--- config.mk ---
export PLATFORM = sky130hd
export DESIGN_NAME = compare_timer
export DESIGN_NICKNAME = d
export VERILOG_FILES = /design/src/common/cmp_timer_pkg.sv /design/src/hw/pin_edge_sync.sv /design/src/hw/tick_divider.sv /design/src/hw/compare_timer.sv
export SDC_FILE = /design/constraint.sdc
export NUM_CORES = 1
export LEC_CHECK = 0
export ABC_AREA = 1
export BUFFER_PORTS_ARGS = -buffer_cell sky130_fd_sc_hd__clkbuf_2
export CORE_MARGIN = 2
export CORE_UTILIZATION = 40
export CTS_CLUSTER_DIAMETER = 50
export CTS_CLUSTER_SIZE = 30
export DETAILED_ROUTE_END_ITERATION = 7
export REMOVE_ABC_BUFFERS = 1
export SYNTH_ARGS = -nofsm -noshare
export SYNTH_HDL_FRONTEND = slang
export SYNTH_SLANG_ARGS = --single-unit
export TNS_END_PERCENT = 5
--- constraint.sdc ---
create_clock -name clk_sys_in -period 7.7 [get_ports clk_sys_in]
set_input_delay 0.77 -clock clk_sys_in [delete_from_list [all_inputs] [get_ports clk_sys_in]]
set_output_delay 0.77 -clock clk_sys_in [all_outputs]
set_load 0.02 [all_outputs]
--- src/common/cmp_timer_pkg.sv ---
package cmp_timer_pkg;

  ////////////////////////////////////////////////////////////////////////////
  // Register offsets on the 8-bit peripheral data bus
  localparam int          ADDR_W            = 3;
  localparam logic [2:0]  OFS_CONTROL       = 3'h0;
  localparam logic [2:0]  OFS_CTL_STATUS    = 3'h1;
  localparam logic [2:0]  OFS_COUNT_HIGH    = 3'h2;
  localparam logic [2:0]  OFS_COUNT_LOW     = 3'h3;
  localparam logic [2:0]  OFS_COMPARE_HIGH  = 3'h4;
  localparam logic [2:0]  OFS_COMPARE_LOW   = 3'h5;
  localparam logic [2:0]  OFS_CLOCK_STOP_1  = 3'h6;

  ////////////////////////////////////////////////////////////////////////////
  // Reset values
  localparam logic [15:0] COUNT_RST         = 16'h0000;
  localparam logic [15:0] COMPARE_RST       = 16'hFFFF;
  localparam logic [7:0]  CONTROL_RST       = 8'h00;
  localparam logic [7:0]  CTL_STATUS_RST    = 8'h00;
  localparam logic [7:0]  CLOCK_STOP_1_RST  = 8'hFF;

  ////////////////////////////////////////////////////////////////////////////
  // Field positions, timer_control_reg
  localparam int          CTL_HIGH_LEVEL    = 7;
  localparam int          CTL_HIGH_SEL_LSB  = 4;
  localparam int          CTL_HIGH_SEL_TOP  = 6;
  localparam int          CTL_LOW_LEVEL     = 3;
  localparam int          CTL_LOW_SEL_LSB   = 0;
  localparam int          CTL_LOW_SEL_TOP   = 2;

  // Field positions, timer_ctl_status_reg
  localparam int          CS_HIGH_OVF       = 7;
  localparam int          CS_HIGH_CMF       = 6;
  localparam int          CS_HIGH_OVIE      = 5;
  localparam int          CS_HIGH_CCLR      = 4;
  localparam int          CS_LOW_OVF        = 3;
  localparam int          CS_LOW_CMF        = 2;
  localparam int          CS_LOW_OVIE       = 1;
  localparam int          CS_LOW_CCLR       = 0;
  localparam logic [7:0]  CS_FLAG_MASK      = 8'hCC;

  // Field position, peripheral_clock_stop_1
  localparam int          STOP_TIMER_BIT    = 2;

  ////////////////////////////////////////////////////////////////////////////
  // Clock-select codes (top bit 0 selects the external event)
  localparam logic [1:0]  SEL_SYS_DIV32     = 2'h0;
  localparam logic [1:0]  SEL_SYS_DIV16     = 2'h1;
  localparam logic [1:0]  SEL_SYS_DIV4      = 2'h2;
  localparam logic [1:0]  SEL_SUB_DIV4      = 2'h3;
  localparam logic [2:0]  SEL_SUB_FULL      = 3'h7;

  // Divider ratios, in input clock cycles
  localparam int          DIV_32            = 32;
  localparam int          DIV_16            = 16;
  localparam int          DIV_4             = 4;

  ////////////////////////////////////////////////////////////////////////////
  typedef enum logic [2:0] {
    MODE_ACTIVE,
    MODE_SLEEP,
    MODE_WATCH,
    MODE_SUBACTIVE,
    MODE_SUBSLEEP,
    MODE_STANDBY
  } power_mode_t;

  typedef struct packed {
    logic              wr;
    logic              rd;
    logic [ADDR_W-1:0] addr;
    logic [7:0]        wdata;
  } cpu_req_t;

  typedef struct packed {
    logic rise;
    logic fall;
  } edge_pulse_t;

endpackage : cmp_timer_pkg

--- src/hw/pin_edge_sync.sv ---
`timescale 1ns/10ps
module pin_edge_sync (
  input  wire logic                        clk_sys_in,
  input  wire logic                        rst_in,
  input  wire logic                        pin_in,
  output      cmp_timer_pkg::edge_pulse_t  edge_out
);

  logic [2:0] sync_r;
  logic       level_r;

  // Three stages; a change counts once stages two and three agree
  always_ff @(posedge clk_sys_in or posedge rst_in) begin
    if (rst_in) begin
      sync_r <= 3'h0;
    end else begin
      sync_r <= {sync_r[1:0], pin_in};
    end
  end

  always_ff @(posedge clk_sys_in or posedge rst_in) begin
    if (rst_in) begin
      level_r <= 1'b0;
    end else if (sync_r[1] == sync_r[2]) begin
      level_r <= sync_r[2];
    end
  end

  always_ff @(posedge clk_sys_in or posedge rst_in) begin
    if (rst_in) begin
      edge_out <= '0;
    end else begin
      edge_out.rise <= (sync_r[1] == sync_r[2]) && sync_r[2] && !level_r;
      edge_out.fall <= (sync_r[1] == sync_r[2]) && !sync_r[2] && level_r;
    end
  end

endmodule : pin_edge_sync

--- src/hw/tick_divider.sv ---
`timescale 1ns/10ps
module tick_divider (
  input  wire logic clk_sys_in,
  input  wire logic rst_in,
  input  wire logic sub_rise_in,
  output      logic tick_div32_out,
  output      logic tick_div16_out,
  output      logic tick_div4_out,
  output      logic tick_sub4_out
);

  localparam int SYS_W = $clog2(cmp_timer_pkg::DIV_32);
  localparam int SUB_W = $clog2(cmp_timer_pkg::DIV_4);

  logic [SYS_W-1:0] sys_cnt_r;
  logic [SUB_W-1:0] sub_cnt_r;

  always_ff @(posedge clk_sys_in or posedge rst_in) begin
    if (rst_in) begin
      sys_cnt_r <= '0;
    end else begin
      sys_cnt_r <= sys_cnt_r + 1'b1;
    end
  end

  // Sub clock arrives as synchronised edges, so it is counted in this domain
  always_ff @(posedge clk_sys_in or posedge rst_in) begin
    if (rst_in) begin
      sub_cnt_r <= '0;
    end else if (sub_rise_in) begin
      sub_cnt_r <= sub_cnt_r + 1'b1;
    end
  end

  always_ff @(posedge clk_sys_in or posedge rst_in) begin
    if (rst_in) begin
      tick_div32_out <= 1'b0;
      tick_div16_out <= 1'b0;
      tick_div4_out  <= 1'b0;
      tick_sub4_out  <= 1'b0;
    end else begin
      tick_div32_out <= &sys_cnt_r;
      tick_div16_out <= &sys_cnt_r[$clog2(cmp_timer_pkg::DIV_16)-1:0];
      tick_div4_out  <= &sys_cnt_r[$clog2(cmp_timer_pkg::DIV_4)-1:0];
      tick_sub4_out  <= sub_rise_in && (&sub_cnt_r);
    end
  end

endmodule : tick_divider

--- src/hw/compare_timer.sv ---
`timescale 1ns/10ps
// Function
// - Standby control bit 0 stops the timer, 1 runs it; resets to 1.
// - Eight-bit staging register carries 16-bit counter and compare transfers.
// - In 8-bit mode byte accesses work in any order.
// - Upper write stages; lower write loads both bytes together.
// - Counter upper read latches lower byte; next lower read returns it.
// - Compare reads return register contents directly.
// - High select top bit picks one 16-bit or two 8-bit counters.
// - Reset clears counter and controls, sets compare to all ones.
// - 16-bit match sets high flag, may interrupt, toggle pin, clear counter.
// - 16-bit wrap sets high overflow; interrupt needs both enables.
// - 8-bit halves match independently with own flag, pin, interrupt, clear.
// - Each 8-bit half wrap sets own overflow; interrupt needs both enables.
// - Four internal clocks: system /32, /16, /4 and sub clock /4.
// - Low select top bit 0 counts external event edges, edge selectable.
// - Output pins drive their level bit and invert on compare match while that half's interrupt enable input is high.
// - Match takes effect when counter advances from the matching value.
// - Sub clock count is resynchronised to system clock, one period error.
// - In sub modes only sub clock /4 advances the counter.
// - Flags set by hardware only; cleared by writing 0 after reading 1.
// - Writing an output-level bit drives that level onto the pin at once.
// - Codes 100,101,110,111 select /32,/16,/4,sub /4; top bit 0 event.
module compare_timer (
  input  wire logic                          clk_sys_in,
  input  wire logic                          rst_in,
  input  wire cmp_timer_pkg::cpu_req_t       cpu_req_in,
  output      logic [7:0]                    cpu_rdata_out,
  input  wire cmp_timer_pkg::power_mode_t    power_mode_in,
  input  wire logic                          event_count_input_in,
  input  wire logic                          event_edge_select_in,
  input  wire logic                          sub_clock_in,
  input  wire logic                          high_irq_enable_in,
  input  wire logic                          low_irq_enable_in,
  output      logic                          high_toggle_pin_out,
  output      logic                          low_toggle_pin_out,
  output      logic                          high_irq_req_out,
  output      logic                          low_irq_req_out,
  output      logic [7:0]                    peripheral_clock_stop_1_out
);

  ////////////////////////////////////////////////////////////////////////////
  // Registers
  logic [7:0]  timer_control_reg_r;
  logic [7:0]  timer_ctl_status_reg_r;
  logic [7:0]  peripheral_clock_stop_1_r;
  logic [15:0] count_reg_r;
  logic [15:0] compare_reg_r;
  logic [7:0]  staging_r;
  logic [7:0]  flag_seen_r;

  cmp_timer_pkg::edge_pulse_t event_edge;
  cmp_timer_pkg::edge_pulse_t sub_edge;
  logic tick_div32;
  logic tick_div16;
  logic tick_div4;
  logic tick_sub4;

  ////////////////////////////////////////////////////////////////////////////
  // Count clock sources
  pin_edge_sync u_event_sync (
    .clk_sys_in (clk_sys_in),
    .rst_in     (rst_in),
    .pin_in     (event_count_input_in),
    .edge_out   (event_edge)
  );

  // Sub clock is asynchronous to the system clock; costs up to one period
  pin_edge_sync u_sub_sync (
    .clk_sys_in (clk_sys_in),
    .rst_in     (rst_in),
    .pin_in     (sub_clock_in),
    .edge_out   (sub_edge)
  );

  tick_divider u_divider (
    .clk_sys_in     (clk_sys_in),
    .rst_in         (rst_in),
    .sub_rise_in    (sub_edge.rise),
    .tick_div32_out (tick_div32),
    .tick_div16_out (tick_div16),
    .tick_div4_out  (tick_div4),
    .tick_sub4_out  (tick_sub4)
  );

  ////////////////////////////////////////////////////////////////////////////
  // Mode and clock selection
  logic [2:0] sel_high;
  logic [2:0] sel_low;
  logic       split_mode;
  logic       timer_on;
  logic       sub_only;
  logic       regs_live;
  logic       event_tick;
  logic       tick_high;
  logic       tick_low;

  assign sel_high   = timer_control_reg_r[cmp_timer_pkg::CTL_HIGH_SEL_TOP:
                                          cmp_timer_pkg::CTL_HIGH_SEL_LSB];
  assign sel_low    = timer_control_reg_r[cmp_timer_pkg::CTL_LOW_SEL_TOP:
                                          cmp_timer_pkg::CTL_LOW_SEL_LSB];
  assign split_mode = timer_control_reg_r[cmp_timer_pkg::CTL_HIGH_SEL_TOP];

  assign timer_on   = peripheral_clock_stop_1_r[cmp_timer_pkg::STOP_TIMER_BIT]
                      && (power_mode_in != cmp_timer_pkg::MODE_STANDBY);
  assign sub_only   = (power_mode_in == cmp_timer_pkg::MODE_WATCH)
                      || (power_mode_in == cmp_timer_pkg::MODE_SUBACTIVE)
                      || (power_mode_in == cmp_timer_pkg::MODE_SUBSLEEP);
  // CPU register writes other than clock stop only land in active and subactive; other modes ignore them
  assign regs_live  = timer_on
                      && ((power_mode_in == cmp_timer_pkg::MODE_ACTIVE)
                      || (power_mode_in == cmp_timer_pkg::MODE_SUBACTIVE));

  assign event_tick = event_edge_select_in ? event_edge.rise : event_edge.fall;

  function automatic logic pick_tick(input logic [2:0] sel, input logic ev,
                                     input logic t32, input logic t16,
                                     input logic t4, input logic tw);
    logic r;
    r = 1'b0;
    if (!sel[2]) begin
      r = ev;
    end else begin
      case (sel[1:0])
        cmp_timer_pkg::SEL_SYS_DIV32: r = t32;
        cmp_timer_pkg::SEL_SYS_DIV16: r = t16;
        cmp_timer_pkg::SEL_SYS_DIV4:  r = t4;
        default:                      r = tw;
      endcase
    end
    return r;
  endfunction : pick_tick

  assign tick_high = timer_on && (!sub_only || sel_high == cmp_timer_pkg::SEL_SUB_FULL)
                     && pick_tick(sel_high, event_tick, tick_div32, tick_div16,
                                  tick_div4, tick_sub4);
  assign tick_low  = timer_on && (!sub_only || sel_low == cmp_timer_pkg::SEL_SUB_FULL)
                     && pick_tick(sel_low, event_tick, tick_div32, tick_div16,
                                  tick_div4, tick_sub4);

  ////////////////////////////////////////////////////////////////////////////
  // Bus decode
  logic wr_ctl;
  logic wr_cs;
  logic wr_cnt_h;
  logic wr_cnt_l;
  logic wr_cmp_h;
  logic wr_cmp_l;
  logic wr_stop;
  logic rd_cs;
  logic rd_cnt_h;

  assign wr_ctl   = regs_live && cpu_req_in.wr && cpu_req_in.addr == cmp_timer_pkg::OFS_CONTROL;
  assign wr_cs    = regs_live && cpu_req_in.wr
                    && cpu_req_in.addr == cmp_timer_pkg::OFS_CTL_STATUS;
  assign wr_cnt_h = regs_live && cpu_req_in.wr
                    && cpu_req_in.addr == cmp_timer_pkg::OFS_COUNT_HIGH;
  assign wr_cnt_l = regs_live && cpu_req_in.wr
                    && cpu_req_in.addr == cmp_timer_pkg::OFS_COUNT_LOW;
  assign wr_cmp_h = regs_live && cpu_req_in.wr
                    && cpu_req_in.addr == cmp_timer_pkg::OFS_COMPARE_HIGH;
  assign wr_cmp_l = regs_live && cpu_req_in.wr
                    && cpu_req_in.addr == cmp_timer_pkg::OFS_COMPARE_LOW;
  // Clock stop stays writable so software can leave module standby
  assign wr_stop  = cpu_req_in.wr && cpu_req_in.addr == cmp_timer_pkg::OFS_CLOCK_STOP_1;
  assign rd_cs    = cpu_req_in.rd && cpu_req_in.addr == cmp_timer_pkg::OFS_CTL_STATUS;
  assign rd_cnt_h = cpu_req_in.rd && cpu_req_in.addr == cmp_timer_pkg::OFS_COUNT_HIGH;

  ////////////////////////////////////////////////////////////////////////////
  // Counter advance, match and overflow
  logic [7:0] cnt_h;
  logic [7:0] cnt_l;
  logic       adv_high;
  logic       adv_low;
  logic       match_high;
  logic       match_low;
  logic       clr_high;
  logic       clr_low;
  logic       ovf_high;
  logic       ovf_low;
  logic       cclr_h;
  logic       cclr_l;

  assign cnt_h  = count_reg_r[15:8];
  assign cnt_l  = count_reg_r[7:0];
  assign cclr_h = timer_ctl_status_reg_r[cmp_timer_pkg::CS_HIGH_CCLR];
  assign cclr_l = timer_ctl_status_reg_r[cmp_timer_pkg::CS_LOW_CCLR];

  always_comb begin
    adv_low  = tick_low;
    // 16-bit mode carries low into high; split mode clocks high on its own
    adv_high = split_mode ? tick_high : (tick_low && (&cnt_l));
    // Match fires on the tick that leaves the equal value
    match_low = adv_low && (cnt_l == compare_reg_r[7:0]) && !wr_cmp_l;
    if (split_mode) begin
      match_high = adv_high && (cnt_h == compare_reg_r[15:8]) && !wr_cmp_h;
      clr_high   = match_high && cclr_h;
      clr_low    = match_low && cclr_l;
    end else begin
      match_high = adv_low && (count_reg_r == compare_reg_r) && !wr_cmp_l;
      clr_high   = match_high && cclr_h;
      clr_low    = clr_high;
    end
    // A counter write in the same cycle swallows the overflow
    ovf_low  = adv_low && (&cnt_l) && !clr_low && !wr_cnt_l;
    ovf_high = adv_high && (&cnt_h) && !clr_high
               && !(split_mode ? wr_cnt_h : wr_cnt_l);
  end

  always_ff @(posedge clk_sys_in or posedge rst_in) begin
    if (rst_in) begin
      count_reg_r <= cmp_timer_pkg::COUNT_RST;
    end else begin
      if (!split_mode && wr_cnt_l) begin
        count_reg_r <= {staging_r, cpu_req_in.wdata};
      end else begin
        if (split_mode && wr_cnt_l) begin
          count_reg_r[7:0] <= cpu_req_in.wdata;
        end else if (clr_low) begin
          count_reg_r[7:0] <= 8'h00;
        end else if (adv_low) begin
          count_reg_r[7:0] <= cnt_l + 8'h01;
        end
        if (split_mode && wr_cnt_h) begin
          count_reg_r[15:8] <= cpu_req_in.wdata;
        end else if (clr_high) begin
          count_reg_r[15:8] <= 8'h00;
        end else if (adv_high) begin
          count_reg_r[15:8] <= cnt_h + 8'h01;
        end
      end
    end
  end

  always_ff @(posedge clk_sys_in or posedge rst_in) begin
    if (rst_in) begin
      compare_reg_r <= cmp_timer_pkg::COMPARE_RST;
    end else if (wr_cmp_l) begin
      if (split_mode) begin
        compare_reg_r[7:0] <= cpu_req_in.wdata;
      end else begin
        compare_reg_r <= {staging_r, cpu_req_in.wdata};
      end
    end else if (wr_cmp_h && split_mode) begin
      compare_reg_r[15:8] <= cpu_req_in.wdata;
    end
  end

  ////////////////////////////////////////////////////////////////////////////
  // Byte staging, shared by counter and compare in 16-bit mode
  always_ff @(posedge clk_sys_in or posedge rst_in) begin
    if (rst_in) begin
      staging_r <= 8'h00;
    end else if (!split_mode && (wr_cnt_h || wr_cmp_h)) begin
      staging_r <= cpu_req_in.wdata;
    end else if (!split_mode && rd_cnt_h) begin
      staging_r <= cnt_l;
    end
  end

  ////////////////////////////////////////////////////////////////////////////
  // Control and standby registers
  always_ff @(posedge clk_sys_in or posedge rst_in) begin
    if (rst_in) begin
      timer_control_reg_r <= cmp_timer_pkg::CONTROL_RST;
    end else if (wr_ctl) begin
      timer_control_reg_r <= cpu_req_in.wdata;
    end
  end

  always_ff @(posedge clk_sys_in or posedge rst_in) begin
    if (rst_in) begin
      peripheral_clock_stop_1_r <= cmp_timer_pkg::CLOCK_STOP_1_RST;
    end else if (wr_stop) begin
      peripheral_clock_stop_1_r <= cpu_req_in.wdata;
    end
  end

  assign peripheral_clock_stop_1_out = peripheral_clock_stop_1_r;

  ////////////////////////////////////////////////////////////////////////////
  // Status flags: set wins over a clear in the same cycle
  logic [7:0] flag_set;
  logic [7:0] flag_clr;

  always_comb begin
    flag_set = 8'h00;
    flag_set[cmp_timer_pkg::CS_HIGH_OVF] = ovf_high;
    flag_set[cmp_timer_pkg::CS_HIGH_CMF] = match_high;
    flag_set[cmp_timer_pkg::CS_LOW_OVF]  = ovf_low;
    flag_set[cmp_timer_pkg::CS_LOW_CMF]  = match_low;
    flag_clr = wr_cs ? (~cpu_req_in.wdata & flag_seen_r & cmp_timer_pkg::CS_FLAG_MASK)
                     : 8'h00;
  end

  always_ff @(posedge clk_sys_in or posedge rst_in) begin
    if (rst_in) begin
      timer_ctl_status_reg_r <= cmp_timer_pkg::CTL_STATUS_RST;
    end else if (timer_on) begin
      timer_ctl_status_reg_r <= ((timer_ctl_status_reg_r & cmp_timer_pkg::CS_FLAG_MASK
                                  & ~flag_clr) | flag_set)
                                | ((wr_cs ? cpu_req_in.wdata : timer_ctl_status_reg_r)
                                  & ~cmp_timer_pkg::CS_FLAG_MASK);
    end
  end

  // Remembers which flags software has seen at 1
  always_ff @(posedge clk_sys_in or posedge rst_in) begin
    if (rst_in) begin
      flag_seen_r <= 8'h00;
    end else if (rd_cs) begin
      flag_seen_r <= timer_ctl_status_reg_r & cmp_timer_pkg::CS_FLAG_MASK;
    end else begin
      flag_seen_r <= flag_seen_r & ~flag_clr;
    end
  end

  ////////////////////////////////////////////////////////////////////////////
  // Toggle pins: a control write wins over a match in the same cycle
  always_ff @(posedge clk_sys_in or posedge rst_in) begin
    if (rst_in) begin
      high_toggle_pin_out <= 1'b0;
      low_toggle_pin_out  <= 1'b0;
    end else if (wr_ctl) begin
      high_toggle_pin_out <= cpu_req_in.wdata[cmp_timer_pkg::CTL_HIGH_LEVEL];
      low_toggle_pin_out  <= cpu_req_in.wdata[cmp_timer_pkg::CTL_LOW_LEVEL];
    end else begin
      if (match_high && high_irq_enable_in) begin
        high_toggle_pin_out <= !high_toggle_pin_out;
      end
      if (match_low && low_irq_enable_in) begin
        low_toggle_pin_out <= !low_toggle_pin_out;
      end
    end
  end

  ////////////////////////////////////////////////////////////////////////////
  // Interrupt request pulses to the interrupt controller
  always_ff @(posedge clk_sys_in or posedge rst_in) begin
    if (rst_in) begin
      high_irq_req_out <= 1'b0;
      low_irq_req_out  <= 1'b0;
    end else begin
      high_irq_req_out <= high_irq_enable_in
                          && (match_high || (ovf_high
                          && timer_ctl_status_reg_r[cmp_timer_pkg::CS_HIGH_OVIE]));
      // Low half only raises requests when split
      low_irq_req_out  <= split_mode && low_irq_enable_in
                          && (match_low || (ovf_low
                          && timer_ctl_status_reg_r[cmp_timer_pkg::CS_LOW_OVIE]));
    end
  end

  ////////////////////////////////////////////////////////////////////////////
  // Read data, registered one cycle after the read strobe
  logic [7:0] rdata_nxt;

  always_comb begin
    case (cpu_req_in.addr)
      cmp_timer_pkg::OFS_CONTROL:      rdata_nxt = timer_control_reg_r;
      cmp_timer_pkg::OFS_CTL_STATUS:   rdata_nxt = timer_ctl_status_reg_r;
      cmp_timer_pkg::OFS_COUNT_HIGH:   rdata_nxt = cnt_h;
      cmp_timer_pkg::OFS_COUNT_LOW:    rdata_nxt = split_mode ? cnt_l : staging_r;
      cmp_timer_pkg::OFS_COMPARE_HIGH: rdata_nxt = compare_reg_r[15:8];
      cmp_timer_pkg::OFS_COMPARE_LOW:  rdata_nxt = compare_reg_r[7:0];
      cmp_timer_pkg::OFS_CLOCK_STOP_1: rdata_nxt = peripheral_clock_stop_1_r;
      default:                         rdata_nxt = 8'h00;
    endcase
  end

  always_ff @(posedge clk_sys_in or posedge rst_in) begin
    if (rst_in) begin
      cpu_rdata_out <= 8'h00;
    end else if (cpu_req_in.rd) begin
      cpu_rdata_out <= rdata_nxt;
    end
  end

endmodule : compare_timer

==> flow_summary.json <==
{
  "outcome": "completed",
  "slowest_stage": "dfrtp_1",
  "syn_area_per_cell_um2": 8.04,
  "fin_skew_ns": 0.00386,
  "critPathMaxStageDelay_ns": 0.91,
  "htreeDepth": 3,
  "relSlewSlack": 0.332,
  "synth_compound_area_frac": 0.157,
  "port_buffers": 42,
  "fillers": 1394,
  "ys_ff_latch": 102,
  "die_w_um": 122,
  "cp_top_family": "simple AND/OR/NAND/NOR gates",
  "cts_repair_resize_count": 0,
  "period_needed_ns": 2.70,
  "dpl.hpwl_um": 12900,
  "report.final.slew_viol_count": 0,
  "synthDistinctLibCells": 43,
  "dr.pass1.iters": 6,
  "cts_buffers": 9,
  "pin_count": 43,
  "synthAdderAreaFrac": 0.0179,
  "fin_nets": 765,
  "gp_congestion": 1.00,
  "max-cap-violations": 0,
  "crit_required_ns": 7.94,
  "path_common_cell": "nand2_1",
  "synthSimpleGateAreaFrac": 0.228,
  "period_share": 0.351,
  "wl_per_cell_um": 18.7,
  "synth_cells": 697,
  "mostFrequentLayoutCells": "nand2_1 (181), inv_1 (94), o21ai_0 (89)",
  "die_y_um": 122,
  "hold_buffers": 0,
  "arrival_ns": 2.94,
  "final_util": 0.456,
  "die-area_mm2": 0.0150,
  "synthFlopType": "dfrtp_1",
  "power_density_mw_per_mm2": 290,
  "initial_core_util": 0.407,
  "worst_pin_slew_ns": 0.999,
  "antenna_found_initial": 0,
  "rsz0062_at_grt": "false",
  "p_leak_nw": 3.10,
  "syn-cell-area_mm2": 0.00560,
  "worstSkewPairLatency_ns": 0.36,
  "routed-via-count": 5022,
  "tns_ns": 0,
  "max_freq_mhz": 370,
  "cts.sinks": 102,
  "synth_top_family_by_area": "simple AND/OR/NAND/NOR gates",
  "synth_edf_count": 0,
  "ys_seq_area_frac": 0.461,
  "diodes": 0,
  "areaGrowthSynthToFinish_pct": 12.1,
  "vias_per_cell": 5.46,
  "post_cts_buffers": 0,
  "first_iter_violations": 598,
  "start_kind": "flop",
  "synthMuxAreaShare": 0.00402,
  "worst-path-buf-inv": 2,
  "cts-root-buf": "clkbuf_16",
  "grt_pass1_wl_um": 26600,
  "cp_cell_sequence": "inv_1 > nor2_1 > nand2_1 > nor2_1 > nand2_1 > nand2_2 > nand2_4 > nand3_4 > inv_1 > nand2_1 > nand2_1",
  "grt_usage": 0.240,
  "drive_above_1_share": 0.161,
  "crit_fanout": 26,
  "fp-row-count": 43,
  "placed_cell_area_mm2": 0.00597,
  "grt_overflow": 0,
  "synth_warnings": 0,
  "final_area_mm2": 0.00628,
  "async_flop_share": 1.00,
  "cts_buffer_depth": 2,
  "grt_start_max_net_pins": 56,
  "setup.worst_path.class": "reg -> reg",
  "routed_wl_um": 17200,
  "hold_class": "reg -> reg",
  "end_kind": "flop",
  "drc": 0,
  "grt_pass1_vias": 4764,
  "yosys.area_share.xor_xnor": 0.0469,
  "final_common_cell": "nand2_1",
  "core_mm2": 0.0138,
  "hold_viol_final": 0,
  "drtAntennaViolNets": 0,
  "clkTransAtPathRegs_ns": 0.07,
  "irDropWorstVdd_mv": 0.185,
  "final-setup-viol-count": 0,
  "cts_tree": "done"
}
==> cells by family (layout without fill, tap and decap cells) <==
kind of cell	after synthesis	in the layout
muxes	2	2
xor gates and xnor gates	30	30
DFF	102	102
adders and majority gates	8	8
AOI/OAI and AO/OA	146	146
and+or+nand+nor	286	286
buffers and inverters	123	165
==> power breakdown <==
group	switching, W	total [W]	internal (W)
logic	0.000327	0.000524	0.000196
clock network	0.000201	0.000480	0.000278
registers	0.000148	0.000816	0.000668
total	0.000677	0.00182	0.00114
==> final timing paths <==
kind                       slack (ns)                            endpoint  cells past startpoint                               start
min                              0.36      u_sub_sync.sync_r[1]$_DFF_PP0_                      0      u_sub_sync.sync_r[0]$_DFF_PP0_
max                              5.00          count_reg_r[8]$_DFFE_PP0P_                     11  timer_control_reg_r[6]$_DFFE_PP0P_
max in group asynchronous        6.07  timer_control_reg_r[3]$_DFFE_PP0P_                      3                              rst_in
min reg2reg                      0.36      u_sub_sync.sync_r[1]$_DFF_PP0_                      0      u_sub_sync.sync_r[0]$_DFF_PP0_
max reg2reg                      5.00          count_reg_r[8]$_DFFE_PP0P_                     11  timer_control_reg_r[6]$_DFFE_PP0P_
min in group asynchronous        0.52            staging_r[0]$_DFFE_PP0P_                      2                              rst_in
==> synth_stat cells, drive strengths merged, types with 2 or more instances <==
cell / count / share of area
nand2: 187 / 0.13
inv: 105 / 0.070
o21ai: 90 / 0.082
dfrtp: 78 / 0.35
nand3: 46 / 0.050
nor2: 40 / 0.029
dfstp: 24 / 0.11
xnor2: 15 / 0.023
xor2: 15 / 0.023
a21oi: 12 / 0.015
o22ai: 12 / 0.013
o211ai: 10 / 0.013
clkbuf: 9 / 0.0067
buf: 8 / 0.0080
ha: 8 / 0.018
a221oi: 7 / 0.011
nor3: 6 / 0.0094
nand3b: 4 / 0.0054
o2111ai: 4 / 0.0063
a31oi: 3 / 0.0034
nand4: 3 / 0.0034
a21o: 2 / 0.0027
mux2: 2 / 0.0040
o221ai: 2 / 0.0031
==> flip-flops by register name (all words and copies together), names as in the netlist, 4 cells and up <==
signal / count
compare_reg_r: 16
count_reg_r: 16
cpu_rdata_out: 8
peripheral_clock_stop_1_out: 8
staging_r: 8
timer_control_reg_r: 8
timer_ctl_status_reg_r: 8
u_divider.sys_cnt_r: 5
flag_seen_r: 4
==> through the flow <==
stage | power (W) | setup WS [ns] | hold slack (ns) | std cells
global placement | 0.00132 | 4.91 | 0.335 | 903
floorplan | 0.00114 | 4.29 | 0.331 | 680
global route | 0.00192 | 4.90 | 0.364 | 919
CTS | 0.00182 | 5.13 | 0.360 | 919
detailed placement | 0.00133 | 4.83 | 0.344 | 903
finish | 0.00182 | 5.00 | 0.356 | 919
==> area by class of cell <==
| type | count | area (µm²) | area share |
|---|---|---|---|
| repair buffers | 43 | 218 | 0.0347 |
| clock buffers | 13 | 270 | 0.0430 |
| well taps | 180 | 225 | 0.0359 |
| inverters | 106 | 400 | 0.0638 |
| clock inverters | 3 | 42.5 | 0.00678 |
| flip-flops and latches | 102 | 2580 | 0.411 |
| multi-input cells | 472 | 2540 | 0.405 |
==> layer usage <==
metal  wire (µm)  GRT usage  vias to the layer above
met4         662      0.102                        0
met2        7810      0.367                      265
met5           0          0                        -
met3        1430     0.0637                       40
met1        7290      0.322                     2378
li1            -          -                     2339
Power figures use the tool's default switching activity.
